**config.mk**
```make
export PLATFORM = sky130hd
export DESIGN_NAME = ttxip_top
export DESIGN_NICKNAME = d
export VERILOG_FILES = /design/src/rtl/ttxip_pkg.sv /design/src/rtl/ttxip_fifo_if.sv /design/src/rtl/ttxip_top.sv /design/src/rtl/ttxip_fifo.sv
export SDC_FILE = /design/constraint.sdc
export NUM_CORES = 1
export LEC_CHECK = 0
export BUFFER_PORTS_ARGS = -buffer_cell sky130_fd_sc_hd__buf_4
export CORE_MARGIN = 2
export CORE_UTILIZATION = 34
export CTS_BUF_LIST = sky130_fd_sc_hd__clkbuf_2
export DETAILED_ROUTE_END_ITERATION = 12
export HOLD_SLACK_MARGIN = 0.03
export PLACE_DENSITY = 0.56
export SETUP_SLACK_MARGIN = 0.4
export SYNTH_ARGS = -nofsm -noshare
export SYNTH_HDL_FRONTEND = slang
export SYNTH_SLANG_ARGS = --single-unit
```
**constraint.sdc**
```tcl
create_clock -name SYS_CLK_I -period 3.54 [get_ports SYS_CLK_I]
set_input_delay 0.885 -clock SYS_CLK_I [delete_from_list [all_inputs] [get_ports SYS_CLK_I]]
set_output_delay 0.885 -clock SYS_CLK_I [all_outputs]
set_load 0.05 [all_outputs]
```
**src/rtl/ttxip_pkg.sv**
```systemverilog
package ttxip_pkg;

    ////////////////////////////////////////////////////////////////////////////
    // clock and line timing
    localparam int CLK_PERIOD_NS = 40;
    localparam int SYNC_TO_TEXT_NS = 10200;
    // least time, so rounded up to whole cycles
    localparam int SYNC_TO_TEXT_CYC = (SYNC_TO_TEXT_NS + CLK_PERIOD_NS - 1) / CLK_PERIOD_NS;
    localparam int INTERNAL_INSERT_LATENCY_CYC = 16;
    localparam int HPOS_W = 12;
    localparam logic [HPOS_W-1:0] HPOS_MAX = 12'hfff;
    localparam logic [HPOS_W-1:0] SAMPLE_START_POS =
        HPOS_W'(SYNC_TO_TEXT_CYC - INTERNAL_INSERT_LATENCY_CYC);
    localparam logic [HPOS_W-1:0] OUTPUT_START_POS = HPOS_W'(SYNC_TO_TEXT_CYC - 1);

    ////////////////////////////////////////////////////////////////////////////
    // bit slot pattern
    localparam logic [5:0] GROUP_FIRST_BIT = 6'h01;
    localparam logic [5:0] GROUP_LAST_BIT = 6'h25;
    localparam logic [5:0] SHORT_BIT_0 = 6'h0a;
    localparam logic [5:0] SHORT_BIT_1 = 6'h13;
    localparam logic [5:0] SHORT_BIT_2 = 6'h1c;
    localparam logic [5:0] SHORT_BIT_3 = 6'h25;
    localparam logic [1:0] SHORT_LAST_SUB = 2'h2;
    localparam logic [1:0] LONG_LAST_SUB = 2'h3;
    localparam logic [1:0] SAMPLE_SUB = 2'h1;
    localparam logic [9:0] LINE_BITS = 10'h168;
    localparam logic [9:0] BITS_PER_WIDTH_STEP = 10'h025;

    ////////////////////////////////////////////////////////////////////////////
    // output levels
    localparam logic [9:0] TEXT_BLANK_LVL = 10'h100;
    localparam logic [9:0] TEXT_HIGH_LVL = 10'h2a0;

    ////////////////////////////////////////////////////////////////////////////
    // fifo
    localparam int FIFO_WIDTH = 1;
    localparam int FIFO_DEPTH = 16;

    ////////////////////////////////////////////////////////////////////////////
    // register map (byte addresses) and fields
    localparam int APB_AW = 8;
    localparam logic [APB_AW-1:0] CTRL_ADDR = 8'h00;
    localparam logic [APB_AW-1:0] LINE_SEL_ADDR = 8'h04;
    localparam logic [APB_AW-1:0] STATUS_ADDR = 8'h08;
    localparam int CTRL_ENABLE_BIT = 0;
    localparam int CTRL_WIDTH_LSB = 4;
    localparam int CTRL_DELAY_LSB = 8;
    localparam int STAT_REQ_BIT = 0;
    localparam int STAT_CAP_BIT = 1;
    localparam int STAT_OUT_BIT = 2;
    localparam int STAT_LINE_ON_BIT = 3;
    localparam int STAT_COUNT_LSB = 4;
    localparam int STAT_OVF_LSB = 16;
    localparam int STAT_LINE_LSB = 24;
    localparam int LINE_W = 8;
    localparam logic [LINE_W-1:0] LINE_SEL_LIMIT = 8'h20;

    function automatic logic [1:0] ttxip_last_sub(input logic [5:0] idx);
        if (idx == SHORT_BIT_0 || idx == SHORT_BIT_1 || idx == SHORT_BIT_2 ||
            idx == SHORT_BIT_3)
        begin
            return SHORT_LAST_SUB;
        end
        return LONG_LAST_SUB;
    endfunction

    function automatic logic [10:0] ttxip_level(input logic b);
        return {1'b0, (b ? TEXT_HIGH_LVL : TEXT_BLANK_LVL)};
    endfunction

endpackage

```
**src/rtl/ttxip_fifo_if.sv**
```systemverilog
`timescale 1ns/1ps
interface ttxip_fifo_if #(parameter int WIDTH = 1);
    logic push_valid;
    logic push_ready;
    logic [WIDTH-1:0] push_data;
    logic pop_valid;
    logic pop_ready;
    logic [WIDTH-1:0] pop_data;

    modport user (output push_valid, output push_data, input push_ready,
                  input pop_valid, input pop_data, output pop_ready);
    modport store (input push_valid, input push_data, output push_ready,
                   output pop_valid, output pop_data, input pop_ready);
endinterface

```
**src/rtl/ttxip_top.sv**
```systemverilog
// Overview of operation
// A request strobe goes to the source, which returns bits after its own pipeline delay.
// Text starts on both outputs 10.2 us after the hsync leading edge, whatever the delay.
// The request-to-data delay is a 4-bit setting of 0 to 15 clocks; the source meets it.
// A zero request-width field keeps the request open for all 360 bits at the text rate.
// With the enable bit low no request is raised and nothing is inserted.
// Every group of 37 bits takes exactly 144 clocks, close to four clocks per bit.
// Bits 10, 19, 28 and 37 of a group last three clocks, all others four, at the source too.
// The short-bit pattern repeats every 37 bits until the bit count set by the request-width field (at most 360) is done.
// A sequencer and an interpolating filter soften bit edges before the outputs.
// All lines use the same timing and insertion is chosen per line from the setup register, for lines 1 to 31 only.
// The data input is sampled once per bit slot, offset by the delay, else ignored.
`timescale 1ns/1ps
module ttxip_top
    import ttxip_pkg::*;
(
    // clock and reset
    input wire logic SYS_CLK_I,
    input wire logic RST_I,
    // apb slave
    input wire logic PSEL_I,
    input wire logic PENABLE_I,
    input wire logic PWRITE_I,
    input wire logic [APB_AW-1:0] PADDR_I,
    input wire logic [31:0] PWDATA_I,
    output logic [31:0] PRDATA_O,
    output logic PREADY_O,
    output logic PSLVERR_O,
    // video timing
    input wire logic HSYNC_I,
    input wire logic VSYNC_I,
    // text source link
    input wire logic TELETEXT_DATA_IN_I,
    output logic TELETEXT_REQUEST_STROBE_O,
    // video outputs
    output logic [9:0] COMPOSITE_OUTPUT_O,
    output logic [9:0] LUMA_O
);

    ////////////////////////////////////////////////////////////////////////////
    // registers
    logic ctrl_enable_r;
    logic [3:0] request_width_field_r;
    logic [3:0] request_to_data_delay_r;
    logic [31:0] line_sel_r;
    logic pready_r;
    logic pslverr_r;
    logic [31:0] prdata_r;
    logic hsync_d_r;
    logic [HPOS_W-1:0] hpos_r;
    logic [LINE_W-1:0] line_r;
    logic line_on_r;
    logic cap_over_r;
    logic [8:0] line_lim_r;
    logic [8:0] cap_count_r;
    logic [7:0] ovf_count_r;
    logic req_r;
    logic hold_bit_r;
    logic [9:0] comp_r;
    logic [9:0] luma_r;

    ttxip_fifo_if #(.WIDTH(FIFO_WIDTH)) bitq ();

    ttxip_fifo #(
        .WIDTH(FIFO_WIDTH),
        .DEPTH(FIFO_DEPTH)
    ) u_fifo (
        .clk_i(SYS_CLK_I),
        .rst_i(RST_I),
        .q(bitq)
    );

    ////////////////////////////////////////////////////////////////////////////
    // apb decode
    wire apb_access = PSEL_I & PENABLE_I;
    wire apb_take = apb_access & pready_r;
    wire apb_wr = apb_take & PWRITE_I;
    wire hit_ctrl = (PADDR_I == CTRL_ADDR);
    wire hit_line = (PADDR_I == LINE_SEL_ADDR);
    wire hit_stat = (PADDR_I == STATUS_ADDR);
    wire addr_ok = hit_ctrl | hit_line | hit_stat;
    // status is read only, so writing it is an error too
    wire bad_access = ~addr_ok | (PWRITE_I & hit_stat);

    logic [1:0] seq_run;
    logic [5:0] seq_idx_r [2];
    logic [1:0] seq_sub_r [2];
    logic [8:0] seq_cnt_r [2];
    logic [1:0] seq_start;
    logic [1:0] slot_end;
    logic [1:0] seq_done;

    wire [31:0] ctrl_word = {20'h00000, request_to_data_delay_r, request_width_field_r,
                             3'h0, ctrl_enable_r};
    wire [31:0] stat_word = {line_r, ovf_count_r, 3'h0, cap_count_r, line_on_r,
                             seq_run[1], seq_run[0], req_r};
    wire [31:0] rd_mux = hit_ctrl ? ctrl_word :
                         hit_line ? line_sel_r :
                         hit_stat ? stat_word : 32'h00000000;

    always_ff @(posedge SYS_CLK_I)
    begin
        if (RST_I)
        begin
            pready_r <= 1'b0;
            pslverr_r <= 1'b0;
            prdata_r <= 32'h00000000;
        end
        else
        begin
            // one wait state: answer in the second access cycle
            pready_r <= apb_access & ~pready_r;
            pslverr_r <= apb_access & ~pready_r & bad_access;
            prdata_r <= (apb_access & ~pready_r & ~PWRITE_I) ? rd_mux : 32'h00000000;
        end
    end

    always_ff @(posedge SYS_CLK_I)
    begin
        if (RST_I)
        begin
            ctrl_enable_r <= 1'b0;
            request_width_field_r <= 4'h0;
            request_to_data_delay_r <= 4'h0;
            line_sel_r <= 32'h00000000;
        end
        else if (apb_wr & hit_ctrl)
        begin
            ctrl_enable_r <= PWDATA_I[CTRL_ENABLE_BIT];
            request_width_field_r <= PWDATA_I[CTRL_WIDTH_LSB +: 4];
            request_to_data_delay_r <= PWDATA_I[CTRL_DELAY_LSB +: 4];
        end
        else if (apb_wr & hit_line)
        begin
            line_sel_r <= line_sel_r ^ (line_sel_r ^ PWDATA_I);
        end
    end

    ////////////////////////////////////////////////////////////////////////////
    // line timing
    wire hsync_edge = HSYNC_I & ~hsync_d_r;
    // selection looks at the line that this sync edge opens
    wire [LINE_W-1:0] line_nxt = (line_r == '1) ? line_r : line_r + 1'b1;
    wire line_chosen = (line_nxt < LINE_SEL_LIMIT) & line_sel_r[line_nxt[4:0]];
    wire [9:0] width_bits = 10'(request_width_field_r * BITS_PER_WIDTH_STEP);
    wire [9:0] lim_calc = ((request_width_field_r == 4'h0) | (width_bits > LINE_BITS)) ?
                          LINE_BITS : width_bits;
    // request leads the sampling point by exactly the source delay
    wire [HPOS_W-1:0] req_rise_pos = SAMPLE_START_POS - HPOS_W'(request_to_data_delay_r);

    always_ff @(posedge SYS_CLK_I)
    begin
        if (RST_I)
        begin
            hsync_d_r <= 1'b0;
            hpos_r <= HPOS_MAX;
            line_r <= '0;
            line_on_r <= 1'b0;
            line_lim_r <= 9'h000;
        end
        else
        begin
            hsync_d_r <= HSYNC_I;
            if (hsync_edge)
                hpos_r <= '0;
            else if (hpos_r != HPOS_MAX)
                hpos_r <= hpos_r + 1'b1;
            if (VSYNC_I)
                line_r <= '0;
            else if (hsync_edge && line_r != '1)
                line_r <= line_r + 1'b1;
            if (!ctrl_enable_r)
                line_on_r <= 1'b0;
            else if (hsync_edge)
                line_on_r <= line_chosen;
            if (hsync_edge)
                line_lim_r <= lim_calc[8:0];
        end
    end

    ////////////////////////////////////////////////////////////////////////////
    // bit slot sequencers: 0 captures, 1 drives the outputs
    assign seq_start[0] = line_on_r & (hpos_r == SAMPLE_START_POS);
    assign seq_start[1] = line_on_r & (hpos_r == OUTPUT_START_POS);

    genvar g;
    generate
        for (g = 0; g < 2; g++)
        begin : g_seq
            assign slot_end[g] = seq_run[g] &
                                 (seq_sub_r[g] == ttxip_last_sub(seq_idx_r[g]));
            assign seq_done[g] = slot_end[g] & (seq_cnt_r[g] == line_lim_r - 1'b1);

            always_ff @(posedge SYS_CLK_I)
            begin
                if (RST_I || !ctrl_enable_r)
                begin
                    seq_run[g] <= 1'b0;
                    seq_idx_r[g] <= GROUP_FIRST_BIT;
                    seq_sub_r[g] <= 2'h0;
                    seq_cnt_r[g] <= 9'h000;
                end
                else if (seq_start[g])
                begin
                    seq_run[g] <= 1'b1;
                    seq_idx_r[g] <= GROUP_FIRST_BIT;
                    seq_sub_r[g] <= 2'h0;
                    seq_cnt_r[g] <= 9'h000;
                end
                else if (seq_done[g])
                begin
                    seq_run[g] <= 1'b0;
                end
                else if (slot_end[g])
                begin
                    seq_sub_r[g] <= 2'h0;
                    // pattern restarts every 37 bits
                    seq_idx_r[g] <= (seq_idx_r[g] == GROUP_LAST_BIT) ?
                                    GROUP_FIRST_BIT : seq_idx_r[g] + 1'b1;
                    seq_cnt_r[g] <= seq_cnt_r[g] + 1'b1;
                end
                else if (seq_run[g])
                begin
                    seq_sub_r[g] <= seq_sub_r[g] + 1'b1;
                end
            end
        end
    endgenerate

    ////////////////////////////////////////////////////////////////////////////
    // capture side
    // mid-slot sample, away from the source's edges
    wire sample_now = seq_run[0] & (seq_sub_r[0] == SAMPLE_SUB);
    assign bitq.push_valid = sample_now;
    assign bitq.push_data = TELETEXT_DATA_IN_I;
    // a full fifo drops the request; the bit is lost and counted
    wire req_nxt = line_on_r & ~cap_over_r & ~seq_done[0] & (hpos_r >= req_rise_pos) &
                   bitq.push_ready;

    always_ff @(posedge SYS_CLK_I)
    begin
        if (RST_I)
        begin
            req_r <= 1'b0;
            cap_over_r <= 1'b0;
            cap_count_r <= 9'h000;
            ovf_count_r <= 8'h00;
        end
        else
        begin
            req_r <= req_nxt;
            if (hsync_edge)
                cap_over_r <= 1'b0;
            else if (seq_done[0])
                cap_over_r <= 1'b1;
            if (hsync_edge || seq_start[0])
                cap_count_r <= 9'h000;
            else if (sample_now & bitq.push_ready)
                cap_count_r <= cap_count_r + 1'b1;
            if (sample_now & ~bitq.push_ready & (ovf_count_r != 8'hff))
                ovf_count_r <= ovf_count_r + 1'b1;
        end
    end

    ////////////////////////////////////////////////////////////////////////////
    // output side with edge interpolation
    wire slot_first = seq_run[1] & (seq_sub_r[1] == 2'h0);
    assign bitq.pop_ready = slot_first;
    // an empty fifo plays a zero bit rather than stalling the line
    wire bit_now = slot_first ? (bitq.pop_valid & bitq.pop_data[0]) : hold_bit_r;
    // first cycle of a slot blends the held bit with the new one
    wire [10:0] hold_lvl = ttxip_level(hold_bit_r);
    wire [10:0] mid_sum = hold_lvl + ttxip_level(bit_now);
    wire [9:0] text_lvl = slot_first ? mid_sum[10:1] : hold_lvl[9:0];
    wire [9:0] out_nxt = seq_run[1] ? text_lvl : TEXT_BLANK_LVL;

    always_ff @(posedge SYS_CLK_I)
    begin
        if (RST_I)
        begin
            hold_bit_r <= 1'b0;
            comp_r <= TEXT_BLANK_LVL;
            luma_r <= TEXT_BLANK_LVL;
        end
        else
        begin
            if (slot_first)
            begin
                hold_bit_r <= bit_now;
            end
            else if (!seq_run[1])
            begin
                hold_bit_r <= 1'b0;
            end
            comp_r <= out_nxt;
            luma_r <= out_nxt;
        end
    end

    assign PRDATA_O = prdata_r;
    assign PREADY_O = pready_r;
    assign PSLVERR_O = pslverr_r;
    assign TELETEXT_REQUEST_STROBE_O = req_r;
    assign COMPOSITE_OUTPUT_O = comp_r;
    assign LUMA_O = luma_r;

endmodule // ttxip_top

```
**src/rtl/ttxip_fifo.sv**
```systemverilog
`timescale 1ns/1ps
module ttxip_fifo #(
    parameter int WIDTH = 1,
    parameter int DEPTH = 16
) (
    input wire logic clk_i,
    input wire logic rst_i,
    ttxip_fifo_if.store q
);
    localparam int PW = $clog2(DEPTH);

    logic [WIDTH-1:0] mem_r [DEPTH];
    logic [PW-1:0] wr_ptr_r;
    logic [PW-1:0] rd_ptr_r;
    logic [PW:0] count_r;

    wire do_push = q.push_valid & q.push_ready;
    wire do_pop = q.pop_valid & q.pop_ready;

    assign q.push_ready = (count_r != (PW+1)'(DEPTH));
    assign q.pop_valid = (count_r != '0);
    assign q.pop_data = mem_r[rd_ptr_r];

    always_ff @(posedge clk_i)
    begin
        if (do_push)
        begin
            mem_r[wr_ptr_r] <= q.push_data;
        end
    end

    always_ff @(posedge clk_i)
    begin
        if (rst_i)
        begin
            wr_ptr_r <= '0;
            rd_ptr_r <= '0;
            count_r <= '0;
        end
        else
        begin
            if (do_push)
                wr_ptr_r <= (wr_ptr_r == PW'(DEPTH - 1)) ? '0 : wr_ptr_r + 1'b1;
            if (do_pop)
                rd_ptr_r <= (rd_ptr_r == PW'(DEPTH - 1)) ? '0 : rd_ptr_r + 1'b1;
            count_r <= count_r + (PW+1)'(do_push) - (PW+1)'(do_pop);
        end
    end
endmodule // ttxip_fifo

```
Yosys cells after proc, flatten, opt, wreduce, memory -nomap -nowiden
Memories as Yosys holds them, arrays and structs flattened. A register that Yosys moved wholly into a read port is not among the register bits.
Cells that the tools add are included.
{ "totals": {"ff_bits": 151, "ramBits": 50, "inputBits": 48, "output_inout_bits": 55, "word_cells": 236, "n_memories": 4} }
{ "memory_table": {"columns": ["memory", "words", "word_bits", "rd", "rd_ports_with_merged_regs", "write_ports", "line_no", "text"], "rows": [
  ["seq_cnt_r", 2, 9, 2, 0, 2, "ttxip_top.sv:88", "logic [8:0] seq_cnt_r [2];"],
  ["u_fifo.mem_r", 16, 1, 1, 1, 1, "ttxip_fifo.sv:12", "logic [WIDTH-1:0] mem_r [DEPTH];"],
  ["seq_idx_r", 2, 6, 2, 0, 2, "ttxip_top.sv:86", "logic [5:0] seq_idx_r [2];"],
  ["seq_sub_r", 2, 2, 2, 0, 2, "ttxip_top.sv:87", "logic [1:0] seq_sub_r [2];"]
]} }
{ "op_classes": {"addsub": 17, "n_mul": 1, "n_lt_le_gt_ge": 4, "n_eq_ne": 25, "n_mux": 77, "bitwise_logic": 59, "reduce_logical": 25} }
{ "ops": {"columns": ["operator", "n"], "rows": [
  ["32-bit 2-to-1 mux", 2],
  ["32-bit bitwise XOR", 2],
  ["9-bit 2-to-1 mux", 5],
  ["1-bit 2-to-1 mux", 42],
  ["12-bit 2-to-1 mux", 3],
  ["6-bit 2-to-1 mux", 6],
  ["10-bit 2-to-1 mux", 3],
  ["1-bit AND", 28],
  ["9-bit by 1-bit adder with 9-bit output (second input constant)", 3],
  ["12-bit by 8-bit equality test with 1-bit output (second input constant)", 2],
  ["6-bit by 5-bit equality test with 1-bit output (second input constant)", 4],
  ["2-bit 2-to-1 mux", 10],
  ["9-bit equality test", 2],
  ["1-bit OR", 18],
  ["8-bit by 1-bit adder with 8-bit output (second input constant)", 2],
  ["4-bit 2-to-1 mux", 4],
  ["8-bit inequality test (second input constant)", 2],
  ["12-bit by 1-bit adder with 12-bit output (second input constant)", 1],
  ["6-bit by 1-bit adder with 6-bit output (second input constant)", 2],
  ["6-bit by 4-bit equality test with 1-bit output (second input constant)", 2],
  ["6-bit equality test (second input constant)", 2],
  ["12-bit >= comparator", 1],
  ["12-bit inequality test (second input constant)", 1],
  ["2-bit OR reduction", 6],
  ["32 further kinds", 55]
]} }

Logic depth before layout (Yosys ltp)
An unclocked memory read counts as a cell.
{ "logic_depth": {"ltp_word": 16, "ltp_mapped": 14, "depth_no_buf": 14} }

Modules after synthesis
From an unflattened synthesis, not the netlist that was laid out.
{ "hier_totals": {"hier_cells": 1057, "hier_area_um2": 9958.3} }
{ "by_module_without_submodules": {"columns": ["module", "instances", "cells_each", "area_per_inst_um2", "seq_area_each_um2"], "rows": [
  ["ttxip_top", 1, 925, 8401.8, 3663.5],
  ["ttxip_fifo", 1, 132, 1556.5, 820.8]
]} }

Least setup slack after synthesis
OpenSTA, ideal clock, no wires.
{ "synth_path": {"path_kind": "input-to-reg", "start": "input RST_I", "end": "memory seq_cnt_r[1][0], enable pin", "setup_ps": 366, "arrival_ps": 2502, "t_required_ps": 3174, "setup_slack_ps": 672, "path_stages": 8, "path_buffers": 2, "path_cell_list": "clkbuf_1 nand2b_1 a41oi_1 nand4_1 mux2i_1 o31ai_2 buf_6 nand2_1"} }
{ "synth_lines": {"columns": ["item", "line_no", "text"], "rows": [
  ["start: declaration", "ttxip_top.sv:19", "input wire logic RST_I,"],
  ["end: declaration", "ttxip_top.sv:88", null]
]} }

==> impl_metrics.yaml <==
setup_path:
  cp_num_buf_inv: 5
  end_kind: "flip-flop"
  path_max_fanout: 6
  cpPeakStageDelay_ns: 0.49
  r2r_start: "seq_sub_r[1][0]"
  cp_common_cell: "inv_1"
  reg2reg_slack_ns: 0.70
  path_class: "flip-flop to flip-flop"
  critPathLaunchType: "flip-flop"
  worstPathArrival_ns: 3.54
  cp_cell_sequence: "inv_1 -> ha_2 -> nand2_1 -> nor2_1 -> buf_4 -> ha_1 -> inv_1 -> ha_1 -> inv_1 -> fa_1 -> inv_1 -> a21oi_1 -> nor2_1 -> or3_1 -> a21oi_1"
  r2r_cells: 15
  cp_top_family: "adder cells"
  required_ns: 4.23
  cp_slowest_cell: "edfxtp_1"
  reg2reg_to: "u_fifo.count_r[4]"
global_routing:
  grt_use_met3_pct: 2.66
  met1_usage_pct: 21.7
  grt_pass1_vias: 7373
  antenna_found_initial: 1
  grt_pass1_wl_mm: 38.2
  use_met2_pct: 24.1
  grt-ovfl-total: 0
  gr-usage-all-layers_pct: 15.3
  busiest_layer: "met2"
  grt_max_degree: 65
finish:
  layout_commonest_cell: "nor2_1"
  mostFrequentLayoutCells: "nor2_1, dfxtp_1, buf_4, mux2i_1, edfxtp_1"
  drive_gt1_share_pct: 15.5
  final_core_util_pct: 38.7
  regArea_um2: 4480
  multi_input_area_um2: 5290
  nFillCells: 3011
  areaGrowthSynthToFinish_pct: 11.8
  design_area_um2: 11500
  layout.nets: 1209
yosys:
  synth_edf_count: 50
  yosysSeqAreaShare_pct: 43.8
  synth_top_cell_by_area: "dfxtp_1"
  avgSynthCellArea_um2: 9.80
  synth_cell_types: 81
  synthFlopType: "dfxtp_1"
  synth_area_leaders: "dfxtp_1, edfxtp_1, mux2i_1"
  synthCells: 1046
  postSynth.asyncResetShare_pct: 0
  synth_top_area_share_pct: 29.1
  syn_area_um2: 10200
  synth_seq_cells: 199
  yosysWarnings: 0
worst_hold_path:
  min_from: "PWDATA_I[14]"
  hold_path_class: "input port to flip-flop"
  hold_path_depth: 3
  min_to: "line_sel_r[14]"
floorplan:
  start_util_pct: 34.6
  dieArea_um2: 31500
  die_h_um: 178
  die_x_um: 178
  ios: 103
  core_area_um2: 29600
  num_rows: 63
cts:
  post-cts-setup-buffers: 0
  clk-insertion-delay-late_ns: 0.77
  cts_buffers: 17
  cts_tree: "built"
  htree_levels: 4
  clkSlewWorstSetupHoldPaths_ns: 0.28
  clock_sinks: 199
  cts_buffer_depth: 2
  cts-root-buf: "clkbuf_2"
detailed_routing:
  drc: 0
  first_iter_violations: 575
  vias: 7553
  finalWirelength_mm: 23.8
  wl_per_cell_um: 15.6
  viasPerCell: 4.97
  ant_nets: 0
  drtPass1Iterations: 5
power:
  total_power_mw: 3.74
  vdd_drop_max_v: 0.000163
  p_per_area_nw_per_um2: 326
  p_leak_nw: 4.46
sta:
  setup_viol: 0
  fin_skew_ns: 0.0421
  final.setup.worst_slack_ns: 0.698
  tightest_slew_ns: 0.698
  fin_setup_tns_ns: 0
  finalHoldViolCount: 0
  slew_violations: 0
  finalCriticalPeriod_ns: 2.84
  period_share_pct: 80.3
  fmax_mhz: 352
  rsz0062_at_grt: "no"
  slew_headroom_pct: 53.5
placement:
  dp_worst_setup_slack_ns: 0.545
  place.gp.congestion: 0.797
  dp_hpwl_mm: 17.7
  portBuffers: 94
  place_area_um2: 11200
status:
  status: "finished, final reports clean"
flow_run:
  maxCapViolCount: 0
==> cell families after synthesis <==
group / count (synthesis) / share of synthesized area (%)
and+or+nand+nor: 397 / 19.7
muxes: 78 / 8.90
DFF: 199 / 43.8
adders and majority gates: 45 / 5.57
xor gates and xnor gates: 79 / 6.89
buffers and inverters: 101 / 4.92
AOI/OAI and AO/OA: 146 / 10.2
other: 1 / 0.0366
==> worst max-delay path by stage <==
stage | from | endpoint | cells past startpoint
after floorplan | RST_I | seq_cnt_r[1][0] | 8
after global placement | PADDR_I[7] | request_to_data_delay_r[0] | 7
final | seq_sub_r[1][0] | u_fifo.count_r[4] | 15
after global routing | seq_sub_r[1][0] | u_fifo.count_r[4] | 15
after CTS | seq_sub_r[1][0] | u_fifo.count_r[4] | 15
after detailed placement | RST_I | seq_cnt_r[0][2] | 7
==> state kept, by name (all words and copies together) (netlist names), 2 cells and up, named ones only <==
register / cells
ovf_count_r: 8
u_fifo.count_r: 5
u_fifo.wr_ptr_r: 4
seq_idx_r: 12
PRDATA_O: 32
hpos_r: 12
request_to_data_delay_r: 4
request_width_field_r: 4
u_fifo.rd_ptr_r: 4
LUMA_O: 4
seq_cnt_r: 18
line_lim_r: 9
line_r: 8
seq_run: 2
u_fifo.mem_r: 16
cap_count_r: 9
line_sel_r: 32
seq_sub_r: 4
==> cells in the mapped netlist, types with 4 or more instances <==
cell type	count
nand3_1	42
and2_1	11
nand3b_1	5
clkbuf_1	26
nor2_1	156
buf_1	4
a21oi_1	37
nand4_1	22
and4_1	6
a21o_1	18
nor3_1	23
dfxtp_1	149
or2_2	4
ha_1	44
a22o_1	25
buf_4	22
or3_1	15
buf_2	10
nand2b_1	9
nand2_1	49
and3_1	18
mux4_2	9
o21ai_0	19
xor2_1	41
mux2i_1	66
nor2b_1	6
edfxtp_1	50
buf_6	4
inv_1	35
xnor2_1	37
a31oi_1	5
a211oi_1	6
==> per-layer routing <==
metal,wire [µm],share of wire (%)
met5,0,0
met3,721,3.0
met4,263,1.1
met1,12000,50
met2,10800,45
==> report_power, final <==
group	internal [mW]	leakage [nW]	switching, mW
clock	0.320	0.138	0.772
combinational	0.113	2.56	0.149
sequential	2.35	1.76	0.0323
==> per-stage QoR <==
step                instances  hold WS (ns)
global placement         1487         0.454
global route             1519         0.226
CTS                      1518         0.244
detailed placement       1487         0.458
floorplan                1053         0.434
finish                   1519         0.320
==> tightest hold or removal path: cells and delay by family <==
family                 cells  cell delay (ns)
buffers and inverters      1             0.08
AND/OR/NAND/NOR            1             0.07
multiplexers               1             0.05
==> area by class of cell <==
| type | instances | share of cell area, % |
|---|---|---|
| clock buffers | 18 | 0.786 |
| well taps | 390 | 4.26 |
| diodes | 1 | 0.0218 |
| inverters | 35 | 1.15 |
| flip-flops and latches | 199 | 39.1 |
| repair buffers | 110 | 7.32 |
| clock inverters | 13 | 1.15 |
| multi-input cells | 753 | 46.2 |
==> repair_timing <==
action,CTS,global route
hold buffers,0,0
endpoints found under the setup margin,0,1
gates resized for setup,0,1
endpoints found under the hold margin,0,0
(Power assumes the default switching activity.)
